**src/logic/rci_pkg.sv**
```systemverilog
// constants and types for the reset-cause and register-initialisation block
// ---------------------------------------------------------------------------
// ---------------------------------------------------------------------------
`default_nettype none
package rci_pkg;
    localparam int RCI_PC_W = 21;
    localparam logic [RCI_PC_W-1:0] RCI_PC_RESET   = 21'h000000;
    localparam logic [RCI_PC_W-1:0] RCI_VEC_HIGH   = 21'h000008;
    localparam logic [RCI_PC_W-1:0] RCI_VEC_LOW    = 21'h000018;
    localparam logic [RCI_PC_W-1:0] RCI_PC_STEP    = 21'h000002;

    // register offsets
    localparam logic [7:0] RCI_OFS_CAUSE   = 8'h00;
    localparam logic [7:0] RCI_OFS_STACK_POINTER_REG  = 8'h01;
    localparam logic [7:0] RCI_OFS_TOPU    = 8'h02;
    localparam logic [7:0] RCI_OFS_TOPH    = 8'h03;
    localparam logic [7:0] RCI_OFS_TOPL    = 8'h04;
    localparam logic [7:0] RCI_OFS_PC_LATCH_UPPER  = 8'h05;
    localparam logic [7:0] RCI_OFS_PC_LATCH_HIGH  = 8'h06;
    localparam logic [7:0] RCI_OFS_PCL     = 8'h07;
    localparam logic [7:0] RCI_OFS_TBLU    = 8'h08;
    localparam logic [7:0] RCI_OFS_TBLH    = 8'h09;
    localparam logic [7:0] RCI_OFS_TBLL    = 8'h0a;
    localparam logic [7:0] RCI_OFS_TABLE_LATCH  = 8'h0b;
    localparam logic [7:0] RCI_OFS_INTC1   = 8'h0c;
    localparam logic [7:0] RCI_OFS_INTC2   = 8'h0d;
    localparam logic [7:0] RCI_OFS_INTC3   = 8'h0e;
    localparam logic [7:0] RCI_OFS_SCRATCH = 8'h0f;
    localparam logic [7:0] RCI_OFS_LASTEVT = 8'h10;

    // reset_cause_reg field positions
    localparam int RCI_BIT_IPEN   = 7;
    localparam int RCI_BIT_SOFT_BROWNOUT_ENABLE = 6;
    localparam int RCI_BIT_RI     = 4;
    localparam int RCI_BIT_TO     = 3;
    localparam int RCI_BIT_PD     = 2;
    localparam int RCI_BIT_POR    = 1;
    localparam int RCI_BIT_BOR    = 0;
    localparam logic [7:0] RCI_CAUSE_MASK = 8'hdf;
    localparam logic [7:0] RCI_CAUSE_SWWR = 8'hd3;
    localparam logic [7:0] RCI_CAUSE_POR  = 8'h5c;

    // stack_pointer_reg field positions
    localparam int RCI_BIT_STKFULL = 7;
    localparam int RCI_BIT_STACK_UNDERFLOW_FLAG  = 6;
    localparam logic [7:0] RCI_STK_FLAGS = 8'hc0;
    localparam logic [7:0] RCI_STK_MASK  = 8'hdf;

    // interrupt control reset patterns and implemented bits
    localparam logic [7:0] RCI_INTC1_RST  = 8'h00;
    localparam logic [7:0] RCI_INTC1_KEEP = 8'h01;
    localparam logic [7:0] RCI_INTC2_RST  = 8'hf5;
    localparam logic [7:0] RCI_INTC2_MASK = 8'hf5;
    localparam logic [7:0] RCI_INTC3_RST  = 8'hc0;
    localparam logic [7:0] RCI_INTC3_MASK = 8'hdb;
    localparam int RCI_BIT_HIGH_PRIO_INT_GLOBAL_ENABLE = 7;
    localparam int RCI_BIT_LOW_PRIO_INT_GLOBAL_ENABLE = 6;

    localparam logic [1:0] RCI_BORMODE_SOFT = 2'b01;

    typedef enum logic [1:0] {
        RCI_PM_FULL  = 2'b00,
        RCI_PM_RUN   = 2'b01,
        RCI_PM_IDLE  = 2'b10,
        RCI_PM_SLEEP = 2'b11
    } rci_pmode_t;

    typedef enum logic [3:0] {
        RCI_EV_NONE     = 4'b0000,
        RCI_EV_POR      = 4'b0001,
        RCI_EV_BOR      = 4'b0010,
        RCI_EV_MASTER_CLEAR_PIN     = 4'b0011,
        RCI_EV_WDT_RST  = 4'b0100,
        RCI_EV_WDT_WAKE = 4'b0101,
        RCI_EV_STK_OVF  = 4'b0110,
        RCI_EV_STK_UNF  = 4'b0111,
        RCI_EV_UNF_ERR  = 4'b1000,
        RCI_EV_RST_INS  = 4'b1001,
        RCI_EV_INT_WAKE = 4'b1010,
        RCI_EV_OVF_ERR  = 4'b1011
    } rci_evt_t;

    typedef struct packed {
        logic power_on;
        logic brown_out;
        logic master_clear;
        logic watchdog;
        logic reset_instr;
        logic stack_overflow;
        logic stack_underflow;
        logic int_wake;
    } rci_events_t;

    typedef struct packed {
        logic [7:0]          cause;
        logic [7:0]          stack_pointer_reg;
        logic [4:0]          topu;
        logic [7:0]          toph;
        logic [7:0]          topl;
        logic [4:0]          pc_latch_upper;
        logic [7:0]          pc_latch_high;
        logic [7:0]          pc_low_byte;
        logic [5:0]          tblu;
        logic [7:0]          tblh;
        logic [7:0]          tbll;
        logic [7:0]          table_latch;
        logic [7:0]          intc1;
        logic [7:0]          intc2;
        logic [7:0]          intc3;
        logic [7:0]          scratch;
        logic [7:0]          rdata;
        rci_evt_t            last_evt;
        logic                core_rst;
        logic                pc_load;
        logic [RCI_PC_W-1:0] pc_val;
        logic                bor_en;
    } rci_state_t;
endpackage
`default_nettype wire

```
**src/logic/rci_reset_init.sv**
```systemverilog
// reset-cause recording and special-register initialisation
`timescale 1ns/10ps
`default_nettype none
module rci_reset_init
    import rci_pkg::*;
(
    input  wire logic                CLK_SYS_I,
    input  wire logic                RST_I,
    input  wire rci_events_t         RST_EVT_I,
    input  wire rci_pmode_t          PWR_MODE_I,
    input  wire logic [1:0]          BROWNOUT_MODE_SELECT_I,
    input  wire logic                STACK_FAULT_RESET_ENABLE_I,
    input  wire logic                INT_HIGH_PRIO_I,
    input  wire logic [RCI_PC_W-1:0] PC_I,
    input  wire logic [7:0]          REG_ADDR_I,
    input  wire logic [7:0]          REG_WDATA_I,
    input  wire logic                REG_WR_I,
    input  wire logic                REG_RD_I,
    output logic [7:0]               REG_RDATA_O,
    output logic                     CORE_RESET_O,
    output logic                     PC_LOAD_O,
    output logic [RCI_PC_W-1:0]      PC_VALUE_O,
    output logic                     BROWNOUT_EN_O
);
    // ------------------------------------------------------------------
    // helpers
    // ------------------------------------------------------------------
    // severity order decides which flags a clash of sources leaves behind
    function automatic rci_evt_t classify(input rci_events_t e, input rci_pmode_t m, input logic stv);
        logic asleep;
        asleep = (m == RCI_PM_IDLE) || (m == RCI_PM_SLEEP);
        if (e.power_on)                       classify = RCI_EV_POR;
        else if (e.brown_out)                 classify = RCI_EV_BOR;
        else if (e.master_clear)              classify = RCI_EV_MASTER_CLEAR_PIN;
        else if (e.watchdog && asleep)        classify = RCI_EV_WDT_WAKE;
        else if (e.watchdog)                  classify = RCI_EV_WDT_RST;
        else if (e.stack_overflow && stv)     classify = RCI_EV_STK_OVF;
        else if (e.stack_underflow && stv)    classify = RCI_EV_STK_UNF;
        else if (e.stack_underflow)           classify = RCI_EV_UNF_ERR;
        else if (e.stack_overflow)            classify = RCI_EV_OVF_ERR;
        else if (e.reset_instr)               classify = RCI_EV_RST_INS;
        else if (e.int_wake && m != RCI_PM_FULL) classify = RCI_EV_INT_WAKE;
        else                                  classify = RCI_EV_NONE;
    endfunction

    // reset-class initial values; the power-on class also clears the stack flags
    function automatic rci_state_t init_regs(input rci_state_t s, input logic full);
        rci_state_t r;
        r        = s;
        r.topu   = 5'h00;
        r.toph   = 8'h00;
        r.topl   = 8'h00;
        r.pc_latch_upper = 5'h00;
        r.pc_latch_high = 8'h00;
        r.pc_low_byte    = 8'h00;
        r.tblu   = 6'h00;
        r.tblh   = 8'h00;
        r.tbll   = 8'h00;
        r.table_latch = 8'h00;
        r.stack_pointer_reg = full ? 8'h00 : (s.stack_pointer_reg & RCI_STK_FLAGS);
        r.intc1  = RCI_INTC1_RST | (full ? 8'h00 : (s.intc1 & RCI_INTC1_KEEP));
        r.intc2  = RCI_INTC2_RST;
        r.intc3  = RCI_INTC3_RST;
        r.cause[RCI_BIT_IPEN] = 1'b0;
        init_regs = r;
    endfunction

    // ------------------------------------------------------------------
    // state
    // ------------------------------------------------------------------
    rci_state_t st_r;
    rci_state_t st_nxt;
    rci_evt_t   evt;
    logic       soft_mode;
    logic [RCI_PC_W-1:0] pc_plus2;

    assign soft_mode = (BROWNOUT_MODE_SELECT_I == RCI_BORMODE_SOFT);
    assign pc_plus2  = PC_I + RCI_PC_STEP;
    assign evt       = classify(RST_EVT_I, PWR_MODE_I, STACK_FAULT_RESET_ENABLE_I);

    always_comb begin
        st_nxt          = st_r;
        st_nxt.core_rst = 1'b0;
        st_nxt.pc_load  = 1'b0;
        st_nxt.rdata    = 8'h00;

        // ---- register read, answered next cycle ----
        if (REG_RD_I) begin
            case (REG_ADDR_I)
                RCI_OFS_CAUSE: begin
                    st_nxt.rdata = st_r.cause & RCI_CAUSE_MASK;
                    st_nxt.rdata[RCI_BIT_SOFT_BROWNOUT_ENABLE] = st_r.cause[RCI_BIT_SOFT_BROWNOUT_ENABLE] & soft_mode;
                end
                RCI_OFS_STACK_POINTER_REG:  st_nxt.rdata = st_r.stack_pointer_reg & RCI_STK_MASK;
                RCI_OFS_TOPU:    st_nxt.rdata = {3'h0, st_r.topu};
                RCI_OFS_TOPH:    st_nxt.rdata = st_r.toph;
                RCI_OFS_TOPL:    st_nxt.rdata = st_r.topl;
                RCI_OFS_PC_LATCH_UPPER:  st_nxt.rdata = {3'h0, st_r.pc_latch_upper};
                RCI_OFS_PC_LATCH_HIGH:  st_nxt.rdata = st_r.pc_latch_high;
                RCI_OFS_PCL:     st_nxt.rdata = st_r.pc_low_byte;
                RCI_OFS_TBLU:    st_nxt.rdata = {2'h0, st_r.tblu};
                RCI_OFS_TBLH:    st_nxt.rdata = st_r.tblh;
                RCI_OFS_TBLL:    st_nxt.rdata = st_r.tbll;
                RCI_OFS_TABLE_LATCH:  st_nxt.rdata = st_r.table_latch;
                RCI_OFS_INTC1:   st_nxt.rdata = st_r.intc1;
                RCI_OFS_INTC2:   st_nxt.rdata = st_r.intc2 & RCI_INTC2_MASK;
                RCI_OFS_INTC3:   st_nxt.rdata = st_r.intc3 & RCI_INTC3_MASK;
                RCI_OFS_SCRATCH: st_nxt.rdata = st_r.scratch;
                RCI_OFS_LASTEVT: st_nxt.rdata = {4'h0, st_r.last_evt};
                default:         st_nxt.rdata = 8'h00;
            endcase
        end

        // ---- register write; hardware events below override it ----
        if (REG_WR_I) begin
            case (REG_ADDR_I)
                // timeout and powerdown are hardware-owned, so software cannot fake a timeout or powerdown
                RCI_OFS_CAUSE:   st_nxt.cause = (st_r.cause & ~RCI_CAUSE_SWWR) | (REG_WDATA_I & RCI_CAUSE_SWWR);
                RCI_OFS_STACK_POINTER_REG:  st_nxt.stack_pointer_reg = REG_WDATA_I & RCI_STK_MASK;
                RCI_OFS_TOPU:    st_nxt.topu = REG_WDATA_I[4:0];
                RCI_OFS_TOPH:    st_nxt.toph = REG_WDATA_I;
                RCI_OFS_TOPL:    st_nxt.topl = REG_WDATA_I;
                RCI_OFS_PC_LATCH_UPPER:  st_nxt.pc_latch_upper = REG_WDATA_I[4:0];
                RCI_OFS_PC_LATCH_HIGH:  st_nxt.pc_latch_high = REG_WDATA_I;
                RCI_OFS_PCL:     st_nxt.pc_low_byte = REG_WDATA_I;
                RCI_OFS_TBLU:    st_nxt.tblu = REG_WDATA_I[5:0];
                RCI_OFS_TBLH:    st_nxt.tblh = REG_WDATA_I;
                RCI_OFS_TBLL:    st_nxt.tbll = REG_WDATA_I;
                RCI_OFS_TABLE_LATCH:  st_nxt.table_latch = REG_WDATA_I;
                RCI_OFS_INTC1:   st_nxt.intc1 = REG_WDATA_I;
                RCI_OFS_INTC2:   st_nxt.intc2 = REG_WDATA_I & RCI_INTC2_MASK;
                RCI_OFS_INTC3:   st_nxt.intc3 = REG_WDATA_I & RCI_INTC3_MASK;
                RCI_OFS_SCRATCH: st_nxt.scratch = REG_WDATA_I;
                default: ;
            endcase
        end

        // ---- reset and wake-up events ----
        if (evt != RCI_EV_NONE) begin
            st_nxt.last_evt = evt;
        end
        case (evt)
            RCI_EV_POR: begin
                // scratch is left alone: its power-on value is simply whatever it holds
                st_nxt = init_regs(st_nxt, 1'b1);
                st_nxt.cause[RCI_BIT_SOFT_BROWNOUT_ENABLE] = 1'b1;
                st_nxt.cause[RCI_BIT_RI]  = 1'b1;
                st_nxt.cause[RCI_BIT_TO]  = 1'b1;
                st_nxt.cause[RCI_BIT_PD]  = 1'b1;
                st_nxt.cause[RCI_BIT_POR] = 1'b0;
                st_nxt.cause[RCI_BIT_BOR] = 1'b0;
                st_nxt.core_rst = 1'b1;
                st_nxt.pc_load  = 1'b1;
                st_nxt.pc_val   = RCI_PC_RESET;
            end
            RCI_EV_BOR: begin
                st_nxt = init_regs(st_nxt, 1'b0);
                st_nxt.cause[RCI_BIT_SOFT_BROWNOUT_ENABLE] = soft_mode & st_r.cause[RCI_BIT_SOFT_BROWNOUT_ENABLE];
                st_nxt.cause[RCI_BIT_RI]  = 1'b1;
                st_nxt.cause[RCI_BIT_TO]  = 1'b1;
                st_nxt.cause[RCI_BIT_PD]  = 1'b1;
                st_nxt.cause[RCI_BIT_BOR] = 1'b0;
                st_nxt.core_rst = 1'b1;
                st_nxt.pc_load  = 1'b1;
                st_nxt.pc_val   = RCI_PC_RESET;
            end
            RCI_EV_MASTER_CLEAR_PIN, RCI_EV_WDT_RST, RCI_EV_STK_OVF, RCI_EV_STK_UNF, RCI_EV_RST_INS: begin
                st_nxt = init_regs(st_nxt, 1'b0);
                st_nxt.cause[RCI_BIT_SOFT_BROWNOUT_ENABLE] = soft_mode & st_r.cause[RCI_BIT_SOFT_BROWNOUT_ENABLE];
                st_nxt.core_rst = 1'b1;
                st_nxt.pc_load  = 1'b1;
                st_nxt.pc_val   = RCI_PC_RESET;
                if (evt == RCI_EV_MASTER_CLEAR_PIN && PWR_MODE_I != RCI_PM_FULL) begin
                    st_nxt.cause[RCI_BIT_TO] = 1'b1;
                    if (PWR_MODE_I != RCI_PM_RUN) begin
                        st_nxt.cause[RCI_BIT_PD] = 1'b0;
                    end
                end
                // full-power master clear touches no flag
                if (evt == RCI_EV_WDT_RST) st_nxt.cause[RCI_BIT_TO] = 1'b0;
                if (evt == RCI_EV_STK_OVF) st_nxt.stack_pointer_reg[RCI_BIT_STKFULL] = 1'b1;
                if (evt == RCI_EV_STK_UNF) st_nxt.stack_pointer_reg[RCI_BIT_STACK_UNDERFLOW_FLAG] = 1'b1;
                if (evt == RCI_EV_RST_INS) st_nxt.cause[RCI_BIT_RI] = 1'b0;
            end
            RCI_EV_UNF_ERR: begin
                // no reset: the core carries on, only the flag and a zero pc are reported
                st_nxt.stack_pointer_reg[RCI_BIT_STACK_UNDERFLOW_FLAG] = 1'b1;
                st_nxt.pc_load = 1'b1;
                st_nxt.pc_val  = RCI_PC_RESET;
            end
            RCI_EV_OVF_ERR: begin
                st_nxt.stack_pointer_reg[RCI_BIT_STKFULL] = 1'b1;
            end
            RCI_EV_WDT_WAKE: begin
                // watchdog wake: everything retained except the pc low byte and the timeout and powerdown flags
                st_nxt.cause[RCI_BIT_TO] = 1'b0;
                st_nxt.cause[RCI_BIT_PD] = 1'b0;
                st_nxt.pc_low_byte     = pc_plus2[7:0];
                st_nxt.pc_load = 1'b1;
                st_nxt.pc_val  = pc_plus2;
            end
            RCI_EV_INT_WAKE: begin
                st_nxt.cause[RCI_BIT_PD] = 1'b0;
                st_nxt.pc_load = 1'b1;
                if (st_r.intc1[RCI_BIT_HIGH_PRIO_INT_GLOBAL_ENABLE] || st_r.intc1[RCI_BIT_LOW_PRIO_INT_GLOBAL_ENABLE]) begin
                    st_nxt.pc_val = INT_HIGH_PRIO_I ? RCI_VEC_HIGH : RCI_VEC_LOW;
                end else begin
                    st_nxt.pc_val = pc_plus2;
                end
                st_nxt.pc_low_byte = st_nxt.pc_val[7:0];
            end
            default: ;
        endcase

        // detector enable follows the configured brown-out mode
        case (BROWNOUT_MODE_SELECT_I)
            2'b00:   st_nxt.bor_en = 1'b0;
            2'b01:   st_nxt.bor_en = st_nxt.cause[RCI_BIT_SOFT_BROWNOUT_ENABLE];
            2'b10:   st_nxt.bor_en = (PWR_MODE_I != RCI_PM_SLEEP);
            default: st_nxt.bor_en = 1'b1;
        endcase
    end

    // asynchronous reset is the power-on class of values
    always_ff @(posedge CLK_SYS_I or posedge RST_I) begin
        if (RST_I) begin
            st_r          <= '0;
            st_r.cause    <= RCI_CAUSE_POR;
            st_r.intc2    <= RCI_INTC2_RST;
            st_r.intc3    <= RCI_INTC3_RST;
            st_r.last_evt <= RCI_EV_POR;
        end else begin
            st_r <= st_nxt;
        end
    end

    assign REG_RDATA_O   = st_r.rdata;
    assign CORE_RESET_O  = st_r.core_rst;
    assign PC_LOAD_O     = st_r.pc_load;
    assign PC_VALUE_O    = st_r.pc_val;
    assign BROWNOUT_EN_O = st_r.bor_en;
endmodule // rci_reset_init
`default_nettype wire

```
**config.mk**
```make
export PLATFORM = sky130hd
export DESIGN_NAME = rci_reset_init
export DESIGN_NICKNAME = d
export VERILOG_FILES = /design/src/logic/rci_pkg.sv /design/src/logic/rci_reset_init.sv
export SDC_FILE = /design/constraint.sdc
export NUM_CORES = 1
export LEC_CHECK = 0
export BUFFER_PORTS_ARGS = -buffer_cell sky130_fd_sc_hd__buf_2
export CELL_PAD_IN_SITES_DETAIL_PLACEMENT = 1
export CELL_PAD_IN_SITES_GLOBAL_PLACEMENT = 2
export CORE_UTILIZATION = 41
export DETAILED_ROUTE_END_ITERATION = 8
export PLACE_DENSITY_LB_ADDON = 0.1
export SLEW_MARGIN = 40
export SYNTH_ARGS = -nofsm -noshare
export SYNTH_HDL_FRONTEND = slang
export SYNTH_SLANG_ARGS = --single-unit
```
**constraint.sdc**
```tcl
create_clock -name CLK_SYS_I -period 14.8 [get_ports CLK_SYS_I]
set_input_delay 2.22 -clock CLK_SYS_I [delete_from_list [all_inputs] [get_ports CLK_SYS_I]]
set_output_delay 2.22 -clock CLK_SYS_I [all_outputs]
set_load 0.03 [all_outputs]
```
==> flow_summary.json, run 1 <==
{
  "sw_frac_of_total_pct": 25.18,
  "p_clk_share_pct": 46.2,
  "finalSetupViolations": 0,
  "drt_iter0_markers": 365,
  "cts_made_buffers": 17,
  "fin_cells": 1119,
  "coreArea_mm2": 0.01889,
  "post_synth_num_cell_types": 67,
  "post_cts_buffers": 0,
  "fin_worst_skew_ps": 8.289,
  "crit_path_start_kind": "input pin",
  "syn_nets": 868,
  "maxSlewViolCount": 0,
  "grt_antenna_before_repair": 0,
  "nets": 902,
  "hold_buffers": 0,
  "dpl.hpwl_um": 17450,
  "ir_worst_vdd_mv": 0.07343,
  "fp-row-count": 50,
  "fp.dieH_um": 141.8,
  "fin_crit_sh_pct": 30.59,
  "root_buffer": "clkbuf_16",
  "crit_type": "in -> reg",
  "relSlewSlack_pct": 51.73,
  "area_growth_pct": 11.69,
  "ys_seq_area_share_pct": 47.08,
  "yosys-top-cells-area": "dfrtp_1 (43%), mux2i_1 (8.5%), nand2_1 (4.5%), dfstp_2 (4.3%), nor2_1 (3.9%)",
  "synthFlopType": "dfrtp_1",
  "p_per_area_mw_per_mm2": 103.7,
  "postRouteAntennaNets": 0,
  "place.gp.congestion": 0.8470,
  "max_cap_viol_count": 0,
  "htree_levels": 4,
  "syn_area_per_cell_um2": 9.862,
  "cts_tree": "built",
  "p_leak_nw": 4.021,
  "synthTopCellsByCount": "dfrtp_1 (137), nand2_1 (96), nor2_1 (84)",
  "drive_gt1_share_pct": 19.91,
  "synth_cells": 812,
  "fin_area_mm2": 0.008944,
  "hold_ws_ps": 472.0,
  "fin_crit_ps": 4527,
  "die_x_um": 141.8,
  "hold_class": "reg -> reg",
  "pin_count": 87,
  "portBuffers": 86,
  "netSwitchingPower_w": 0.0002334,
  "insertion_delay_ps": 420,
  "synth-seq-cells": 150,
  "power_frac_comb_pct": 8.6,
  "worstSetupEndpointType": "register",
  "dpl_cell_area_mm2": 0.008368,
  "drt-wirelength-per-cell_um": 23.08,
  "antennaDiodeCount": 0,
  "status": "completed",
  "fmax_ghz": 0.2209,
  "tns_ps": 0,
  "cp.arrival_ps": 4790,
  "start_util_pct": 42.38,
  "syn_area_mm2": 0.008008,
  "dr.pass1.iters": 5,
  "grt_use_total_pct": 27.00,
  "synth_edf_count": 0,
  "drc": 0,
  "dieArea_mm2": 0.02009,
  "cts_buffer_depth": 2,
  "worst_slew_pin_slew_ps": 718.0,
  "grt-ovfl-total": 0,
  "hold_viol": 0,
  "viasPerCell": 5.851,
  "grt_pass1_wl_um": 40820,
  "total_power_w": 0.0009270,
  "synth_top_area_share_pct": 42.81,
  "sequentialPowerShare_pct": 45.2,
  "wirelength_um": 25830,
  "rsz0062_at_grt": "false",
  "vias": 6547,
  "ctsResizeCount": 0,
  "cts_sinks": 150,
  "ys_warn_count": 0,
  "yosysMostFrequentCell": "dfrtp_1",
  "grt_pass1_vias": 6857,
  "grt_start_max_net_pins": 83,
  "yosysTopAreaCell": "dfrtp_1",
  "internal-power_w": 0.0006936,
  "cp_data_required_time_ps": 15060,
  "clkSlewWorstSetupHoldPaths_ps": 60,
  "synthArstFlopShare_pct": 100.0,
  "cp_max_fo": 82,
  "dp_cells": 1087
}
## metrics by stage
| stage | setup slack [ps] | util [%] |
|---|---|---|
| after floorplan | 8565 | - |
| after global placement | 9840 | 44.23 |
| after detailed placement | 9854 | 44.29 |
| after CTS | 10290 | 47.31 |
| after global routing | 10090 | 47.34 |
| final | 10270 | 47.34 |
## layout by cell type, fill, tap and decap left out, types with 10 or more instances in the layout
cell / count
dfrtp_1: 137
nand3_1: 42
mux2_2: 15
a21oi_1: 57
mux2i_1: 68
xnor2_1: 11
clkbuf_16: 17
a22oi_1: 11
nor3_1: 13
o21ai_0: 10
buf_2: 86
nand2_1: 96
nor4_1: 10
dfstp_2: 13
o2bb2ai_1: 18
nor2_1: 84
## power groups by stage
| stage | sequential, W | combinational (W) | clock [W] |
|---|---|---|---|
| floorplan | 0.000426 | 0.0000504 | 0 |
| global placement | 0.000426 | 0.0000783 | 0 |
| detailed placement | 0.000426 | 0.0000807 | 0 |
| CTS | 0.000419 | 0.0000808 | 0.000435 |
| global route | 0.000419 | 0.0000873 | 0.000449 |
| finish | 0.000419 | 0.0000802 | 0.000428 |
## worst paths after layout
path	startpoint	to	slack, ps	cells after the start
max	RST_EVT_I[7]	st_r[107]$_DFFE_PP0P_	10270	7
min	PC_VALUE_O[2]$_DFFE_PP0P_	PC_VALUE_O[2]$_DFFE_PP0P_	470	1
max reg2reg	st_r[95]$_DFFE_PP0P_	REG_RDATA_O[3]$_DFF_PP0_	12950	5
min reg2reg	PC_VALUE_O[2]$_DFFE_PP0P_	PC_VALUE_O[2]$_DFFE_PP0P_	470	1
max in group asynchronous	RST_I	st_r[139]$_DFFE_PP0P_	11870	3
min in group asynchronous	RST_I	st_r[27]$_DFFE_PP0P_	1870	2
## registers in the layout, summed over array words and instances (netlist names), named ones only
register,flops
PC_LOAD_O,1
PC_VALUE_O,21
REG_RDATA_O,8
BROWNOUT_EN_O,1
CORE_RESET_O,1
st_r,116
## critical path, cell delays in order
cell and delay (ps):
buf_2 200, or3_4 440, a2111o_1 490, a221oi_4 620
nor2_8 140, inv_6 510, a21oi_1 120
## cells by family (layout without fill, tap and decap cells)
family / count (synthesis) / in the layout / share of synthesized area [%]
multiplexers: 84 / 84 / 10.89
flip-flops: 150 / 150 / 47.08
XOR/XNOR: 18 / 18 / 1.969
buffers and inverters: 90 / 137 / 6.563
AND/OR/NAND/NOR: 296 / 296 / 17.41
adder cells (fa/ha/maj): 1 / 1 / 0.1562
AO/OA/AOI/OAI: 173 / 173 / 15.94
## layout make-up
class	count	area, um2
Inverter	9	46.29
Timing Repair Buffer	96	509.2
Tap cell	260	325.3
Multi-Input combinational cell	572	3722
Clock inverter	9	102.6
Sequential cell	150	3770
Clock buffer	23	467.9
Fill cell	2172	9950
## routing by layer
| metal | part of all wire, % | track usage [%] | up-vias |
|---|---|---|---|
| li1 | - | - | 2968 |
| met1 | 46 | 37.33 | 3402 |
| met2 | 49 | 44.31 | 158 |
| met3 | 4.0 | 4.387 | 19 |
| met4 | 1.4 | 6.225 | 0 |
| met5 | 0 | 0 | - |
(Power assumes the default switching activity.)
==> run 2: changes to the inputs <==
--- a/config.mk
+++ b/config.mk
@@ -5,10 +5,11 @@
 export SDC_FILE = /design/constraint.sdc
 export NUM_CORES = 1
 export LEC_CHECK = 0
+export ABC_AREA = 1
 export BUFFER_PORTS_ARGS = -buffer_cell sky130_fd_sc_hd__buf_2
 export CELL_PAD_IN_SITES_DETAIL_PLACEMENT = 1
 export CELL_PAD_IN_SITES_GLOBAL_PLACEMENT = 2
-export CORE_UTILIZATION = 41
+export CORE_UTILIZATION = 31
 export DETAILED_ROUTE_END_ITERATION = 8
 export PLACE_DENSITY_LB_ADDON = 0.1
 export SLEW_MARGIN = 40
==> constraint.sdc (replaced) <==
create_clock -name CLK_SYS_I -period 3.9 [get_ports CLK_SYS_I]
set_input_delay 0.585 -clock CLK_SYS_I [delete_from_list [all_inputs] [get_ports CLK_SYS_I]]
set_output_delay 0.585 -clock CLK_SYS_I [all_outputs]
set_load 0.03 [all_outputs]
==> run 2 against run 1 <==
  * Flip-flop and latch count unchanged
  * Synthesized cell count up 25%
  * Critical path type unchanged
  * Largest power group unchanged
  * Critical path depth rose by 3
  * Setup slack got worse by 8900 ps
  * Hold slack worse by 340 ps
  * Global-route usage shrank 3.8 points
  * Largest cell class unchanged
  * Register-to-register slack lost 11000 ps
  * Design area is 2.9% higher
  * Combinational power rose to 4.5 times the previous value
  * Sequential power grew to 3.9 times the previous value
  * Clock skew grew 4.0 ps
==> flow_summary.json, run 2 <==
{
  "cp_data_required_time_ps": 4250,
  "largest_reg_flops": 116,
  "cp_max_fo": 8,
  "dpl.hpwl_um": 20740,
  "antennaDiodeCount": 0,
  "ys_warn_count": 0,
  "worstPathCellList": "buf_2, nor2_1, nand3_1, nor2_1, nand2_1, o21ai_0, nor3_1, nand3_1, nor2_1, nor2_1",
  "crit_top_cell": "nor2_1",
  "portBuffers": 86,
  "area_growth_pct": 16.62,
  "fin_crit_sh_pct": 65.90,
  "fin_worst_skew_ps": 12.25,
  "finalSetupViolations": 0,
  "post_cts_buffers": 0,
  "drt_iter0_markers": 505,
  "insertion_delay_ps": 440,
  "cp.arrival_ps": 2920,
  "synth_top_area_share_pct": 43.46,
  "yosysMostFrequentCell": "nand2_1",
  "ctsResizeCount": 0,
  "syn_area_per_cell_um2": 7.742,
  "tns_ps": 0,
  "root_buffer": "clkbuf_16",
  "dp_worst_setup_slack_ps": 941.2,
  "dr.pass1.iters": 9,
  "vias": 6865,
  "grt_use_total_pct": 23.18,
  "hold_viol": 0,
  "synthTopCellsByCount": "nand2_1 (447), dfrtp_1 (137), inv_1 (83)",
  "cts_tree": "built",
  "dieArea_mm2": 0.02609,
  "synth-seq-cells": 150,
  "final_cell_mix": "nand2_1 (446), dfrtp_1 (137), buf_2 (86)",
  "grt_antenna_before_repair": 0,
  "status": "completed",
  "hold_buffers": 0,
  "grt_pass1_wl_um": 44390,
  "seq_area_mm2": 0.003770,
  "grt-ovfl-total": 0,
  "drc": 0,
  "maxSlewViolCount": 0,
  "multi_input_area_mm2": 0.003440,
  "fp.dieH_um": 161.5,
  "rsz0062_at_grt": "false",
  "cts_sinks": 150,
  "crit_path_start_kind": "input pin",
  "grt_pass1_vias": 7153,
  "grt_start_max_net_pins": 73,
  "wirelength_um": 28170,
  "relSlewSlack_pct": 45.57,
  "yosys-top-cells-area": "dfrtp_1 (43%), nand2_1 (21%), dfstp_2 (4.3%), inv_1 (3.9%), buf_4 (2.9%)",
  "nets": 1148,
  "pin_count": 87,
  "place.gp.congestion": 0.8325,
  "cts_buffer_depth": 2,
  "fp-row-count": 58,
  "yosysTopAreaCell": "dfrtp_1",
  "start_util_pct": 31.51,
  "synth_edf_count": 0,
  "ir_worst_vdd_mv": 0.2761,
  "clkSlewWorstSetupHoldPaths_ps": 70,
  "p_leak_nw": 4.894,
  "max_cap_viol_count": 0,
  "ys_seq_area_share_pct": 47.79,
  "syn_nets": 1075,
  "drive_gt1_share_pct": 18.73,
  "worst_slack_ps": 1330,
  "p_per_area_mw_per_mm2": 404.3,
  "critPathSlowestCell": "nor2_1",
  "viasPerCell": 4.784,
  "slowest_delay_ps": 550,
  "synthArstFlopShare_pct": 100.0,
  "cts_made_buffers": 17,
  "post_synth_num_cell_types": 46,
  "worst_slew_pin_slew_ps": 815.5,
  "fin_crit_ps": 2570,
  "die_x_um": 161.5,
  "worstSetupEndpointType": "register",
  "syn_area_mm2": 0.007889,
  "final_common_cell": "nand2_1",
  "htree_levels": 4,
  "synth_cells": 1019,
  "crit_type": "in -> reg",
  "nFillCells": 3088,
  "regMostFlops": "st_r",
  "fmax_ghz": 0.3891,
  "drt-wirelength-per-cell_um": 19.63,
  "postRouteAntennaNets": 0,
  "synthFlopType": "dfrtp_1",
  "coreArea_mm2": 0.02504,
  "hold_class": "in -> async"
}
-- run 2: through the flow --
stage / instance area [um2] / cells / hold WS, ps / total power, W / util [%]
6_report: 9200 / 1435 / 127.3 / 0.003719 / 36.75
2_1_floorplan: 7893 / 1019 / 441.8 / 0.001864 / -
3_5_place_dp: 8588 / 1403 / 458.8 / 0.002017 / 34.30
4_1_cts: 9200 / 1435 / 119.8 / 0.003774 / 36.75
5_1_grt: 9200 / 1435 / 141.8 / 0.003873 / 36.75
3_3_place_gp: 8557 / 1402 / 455.1 / 0.002014 / 34.18
-- run 2: power breakdown --
part	switching [W]	leakage, nW	internal [W]	total, W
Combinational	0.000270	2.57	0.0000927	0.000363
Sequential	0.0000200	2.03	0.00160	0.00162
Clock	0.000765	0.294	0.000972	0.00174
Total	0.00105	4.89	0.00266	0.00372
-- run 2: critical path: cells and delay by family --
kind	cells	cell delay, ps
buf+inv	1	90
simple gates	8	1710
compound gates	1	520
-- run 2: final timing paths --
kind	start	endpoint	slack, ps	depth (start not counted)
worst min-delay path	RST_I	st_r[25]$_DFFE_PP0P_	130	2
worst min register to register	st_r[118]$_DFFE_PP0P_	st_r[118]$_DFFE_PP0P_	470	2
worst max-delay path	REG_ADDR_I[5]	REG_RDATA_O[2]$_DFF_PP0_	1330	10
min in group CLK_SYS_I	PC_I[0]	PC_VALUE_O[0]$_DFFE_PP0P_	370	3
worst max register to register	st_r[66]$_DFFE_PP0P_	st_r[102]$_DFFE_PP0P_	2200	7
max in group asynchronous	RST_I	st_r[143]$_DFFE_PP0P_	3050	3
-- run 2: cells by family (layout without fill, tap and decap cells) --
kind of cell	Yosys count	after routing	share of synthesized area, %
simple gates	600	600	31.94
fa+ha+maj	1	1	0.1586
mux	4	4	0.5709
buf+inv	144	230	8.755
compound gates	106	106	9.231
flops	150	150	47.79
xor+xnor	14	14	1.554
-- run 2: cell type report --
cell class	instances	area share, %
sequential	150	40.98
multi-input combinational	725	37.39
timing repair buffer	105	6.637
clock buffer	17	4.624
tap	330	4.488
inverter	93	3.862
clock inverter	15	2.026
-- run 2: routing by layer --
layer | vias to the layer above | global-route usage (%) | wire [um]
li1 | 3345 | - | -
met1 | 3351 | 31.69 | 13230
met3 | 27 | 3.647 | 1122
met2 | 142 | 37.75 | 13340
met5 | - | 0 | 0
met4 | 0 | 6.690 | 470
==> run 3: changes to the inputs <==
--- a/config.mk
+++ b/config.mk
@@ -5,11 +5,11 @@
 export SDC_FILE = /design/constraint.sdc
 export NUM_CORES = 1
 export LEC_CHECK = 0
-export ABC_AREA = 1
+export ABC_AREA = 0
 export BUFFER_PORTS_ARGS = -buffer_cell sky130_fd_sc_hd__buf_2
 export CELL_PAD_IN_SITES_DETAIL_PLACEMENT = 1
 export CELL_PAD_IN_SITES_GLOBAL_PLACEMENT = 2
-export CORE_UTILIZATION = 31
+export CORE_UTILIZATION = 34
 export DETAILED_ROUTE_END_ITERATION = 8
 export PLACE_DENSITY_LB_ADDON = 0.1
 export SLEW_MARGIN = 40
==> constraint.sdc (replaced) <==
create_clock -name CLK_SYS_I -period 2.2 [get_ports CLK_SYS_I]
set_input_delay 0.33 -clock CLK_SYS_I [delete_from_list [all_inputs] [get_ports CLK_SYS_I]]
set_output_delay 0.33 -clock CLK_SYS_I [all_outputs]
set_load 0.03 [all_outputs]
==> run 3 against run 2 <==
  * Die area is 7.4% lower
  * Wire length fell by 1.3%
  * Utilization up 7.0 points
  * Count of clock-buffer cells in the layout up 2
  * Via count is 1.6% higher
  * Highest routed layer unchanged
  * Non-clock buffer count is 104 higher
  * Clock skew is 2.5 ps lower
  * Cell count is 10% lower
==> flow_summary.json, run 3 (same netlist as run 1, synthesis figures left out) <==
{
  "antennaDiodeCount": 0,
  "worst_slack_ps": 190.7,
  "drt_iter0_markers": 496,
  "max_cap_viol_count": 0,
  "drive_gt1_share_pct": 29.22,
  "cts_buffer_depth": 2,
  "area_growth_pct": 24.73,
  "fin_crit_sh_pct": 91.33,
  "hold_class": "in -> reg",
  "place.gp.congestion": 0.8564,
  "r2r_end": "REG_RDATA_O[2]$_DFF_PP0_",
  "tns_ps": 0,
  "critPathSlowestCell": "o21ai_1",
  "grt_pass1_vias": 7568,
  "sw_frac_of_total_pct": 26.00,
  "fmax_ghz": 0.4977,
  "largest_reg_flops": 116,
  "p_per_area_mw_per_mm2": 654.9,
  "final_cell_mix": "dfrtp_1 (137), buf_4 (113), nand2_1 (96)",
  "nFillCells": 2619,
  "grt_pass1_wl_um": 44630,
  "grt_use_total_pct": 24.40,
  "grt_antenna_before_repair": 0,
  "slowest_delay_ps": 410,
  "crit_path_start_kind": "input pin",
  "nets": 1015,
  "crit_top_cell": "o21ai_1",
  "drc": 0,
  "cp_data_required_time_ps": 2510,
  "multi_input_area_mm2": 0.003712,
  "cp.arrival_ps": 2320,
  "rsz0062_at_grt": "false",
  "drt-wirelength-per-cell_um": 21.65,
  "grt_start_max_net_pins": 73,
  "p_leak_nw": 4.617,
  "post_cts_buffers": 0,
  "crit_type": "in -> reg",
  "final_common_cell": "dfrtp_1",
  "portBuffers": 86,
  "hp-start": "PC_I[1]",
  "cts_sinks": 150,
  "postRouteAntennaNets": 0,
  "regMostFlops": "st_r",
  "ir_worst_vdd_mv": 0.3154,
  "sequentialPowerShare_pct": 43.1,
  "pin_count": 87,
  "rr_worst_depth": 5,
  "seq_area_mm2": 0.003770,
  "ctsResizeCount": 0,
  "fp.dieH_um": 155.5,
  "fin_crit_ps": 2009,
  "cp_max_fo": 7,
  "worstPathCellList": "buf_2, o21ai_1, o21ai_1, a22oi_1, buf_4, a221o_1, nand3_2, o32a_1",
  "maxSlewViolCount": 0,
  "wirelength_um": 27810,
  "dieArea_mm2": 0.02417,
  "cp-startpoint": "PWR_MODE_I[1]",
  "hold_viol": 0,
  "dp_worst_setup_slack_ps": -243.2,
  "viasPerCell": 5.427,
  "htree_levels": 4,
  "timing.critical_path.to": "st_r[101]$_DFFE_PP0P_",
  "coreArea_mm2": 0.02285,
  "fin_worst_skew_ps": 9.734,
  "fp-row-count": 55,
  "r2r_slack_ps": 480,
  "start_util_pct": 35.05,
  "grt-ovfl-total": 0,
  "die_x_um": 155.5,
  "reg2reg_from": "st_r[116]$_DFFE_PP0P_",
  "worst_slew_pin_slew_ps": 648.7,
  "worstSetupEndpointType": "register",
  "worst_hold_path.num_cells": 2,
  "power_frac_comb_pct": 10.2,
  "hold_ws_ps": 119.1,
  "netSwitchingPower_w": 0.001701,
  "postLayoutCoreUtil_pct": 43.72,
  "internal-power_w": 0.004840,
  "status": "completed",
  "p_clk_share_pct": 46.7,
  "clkSlewWorstSetupHoldPaths_ps": 60,
  "cts_tree": "built",
  "dr.pass1.iters": 6,
  "cts_made_buffers": 17,
  "dpl.hpwl_um": 20340,
  "insertion_delay_ps": 430,
  "relSlewSlack_pct": 56.76,
  "vias": 6974,
  "root_buffer": "clkbuf_16",
  "finalSetupViolations": 0
}
## run 3: changes by cell type in the layout (fill, tap and decap cells not counted), moves of 9 or more
| cell | change |
|---|---|
| a21o_1 | +9 |
| a21oi_1 | +42 |
| and3_1 | +9 |
| buf_4 | +97 |
| inv_1 | -75 |
| mux2_2 | +11 |
| mux2i_1 | +68 |
| nand2_1 | -350 |
| nand4_1 | -12 |
| nor2_1 | +29 |
| nor4_1 | +9 |
| o21ai_0 | -28 |
| o2bb2ai_1 | +18 |
## run 3: per-layer routing
metal,part of all wire [%],global-route usage [%]
met1,45,32.14
met2,49,40.79
met3,4.2,4.123
met4,2.0,7.656
met5,0,0
## run 3: final cells by class
type	count	area share [%]
Clock buffer	19	4.334
Sequential cell	150	37.74
Inverter	9	0.4259
Tap cell	313	3.921
Multi-Input combinational cell	572	37.17
Timing Repair Buffer	209	14.71
Clock inverter	13	1.704
## run 3: stage by stage
step / power, W / cells / cell area, um2
2_1_floorplan: 0.003205 / 812 / 8011
3_3_place_gp: 0.003525 / 1252 / 9375
3_5_place_dp: 0.003540 / 1252 / 9375
4_1_cts: 0.006593 / 1285 / 9988
5_1_grt: 0.006771 / 1285 / 9988
6_report: 0.006541 / 1285 / 9988
## run 3: timing repair
item                                   in CTS  in global routing
setup endpoints to repair                   0                  0
endpoints found under the hold margin       3                  0
hold buffers                                1                  0
## run 3: power groups by stage
stage          clock network [W]  logic, W  registers [W]
2_1_floorplan                  0  0.000339        0.00287
3_3_place_gp                   0  0.000657        0.00287
3_5_place_dp                   0  0.000671        0.00287
4_1_cts                  0.00310  0.000674        0.00282
5_1_grt                  0.00323  0.000724        0.00282
6_report                 0.00306  0.000667        0.00282
## run 3: how the worst min path moves through the flow
stage,end,slack (ps)
4_1_cts,PC_VALUE_O[1]$_DFFE_PP0P_,120
5_1_grt,PC_VALUE_O[1]$_DFFE_PP0P_,140
6_report,PC_VALUE_O[1]$_DFFE_PP0P_,120
3_5_place_dp,st_r[26]$_DFFE_PP0P_,290
2_1_floorplan,PC_VALUE_O[1]$_DFFE_PP0P_,410
3_3_place_gp,BROWNOUT_EN_O$_DFF_PP0_,280
## run 3: worst max-delay path, delay by kind of cell
family / cells / cell delay, ps
AO/OA/AOI/OAI: 5 / 1500
buffers and inverters: 2 / 310
AND/OR/NAND/NOR: 1 / 170
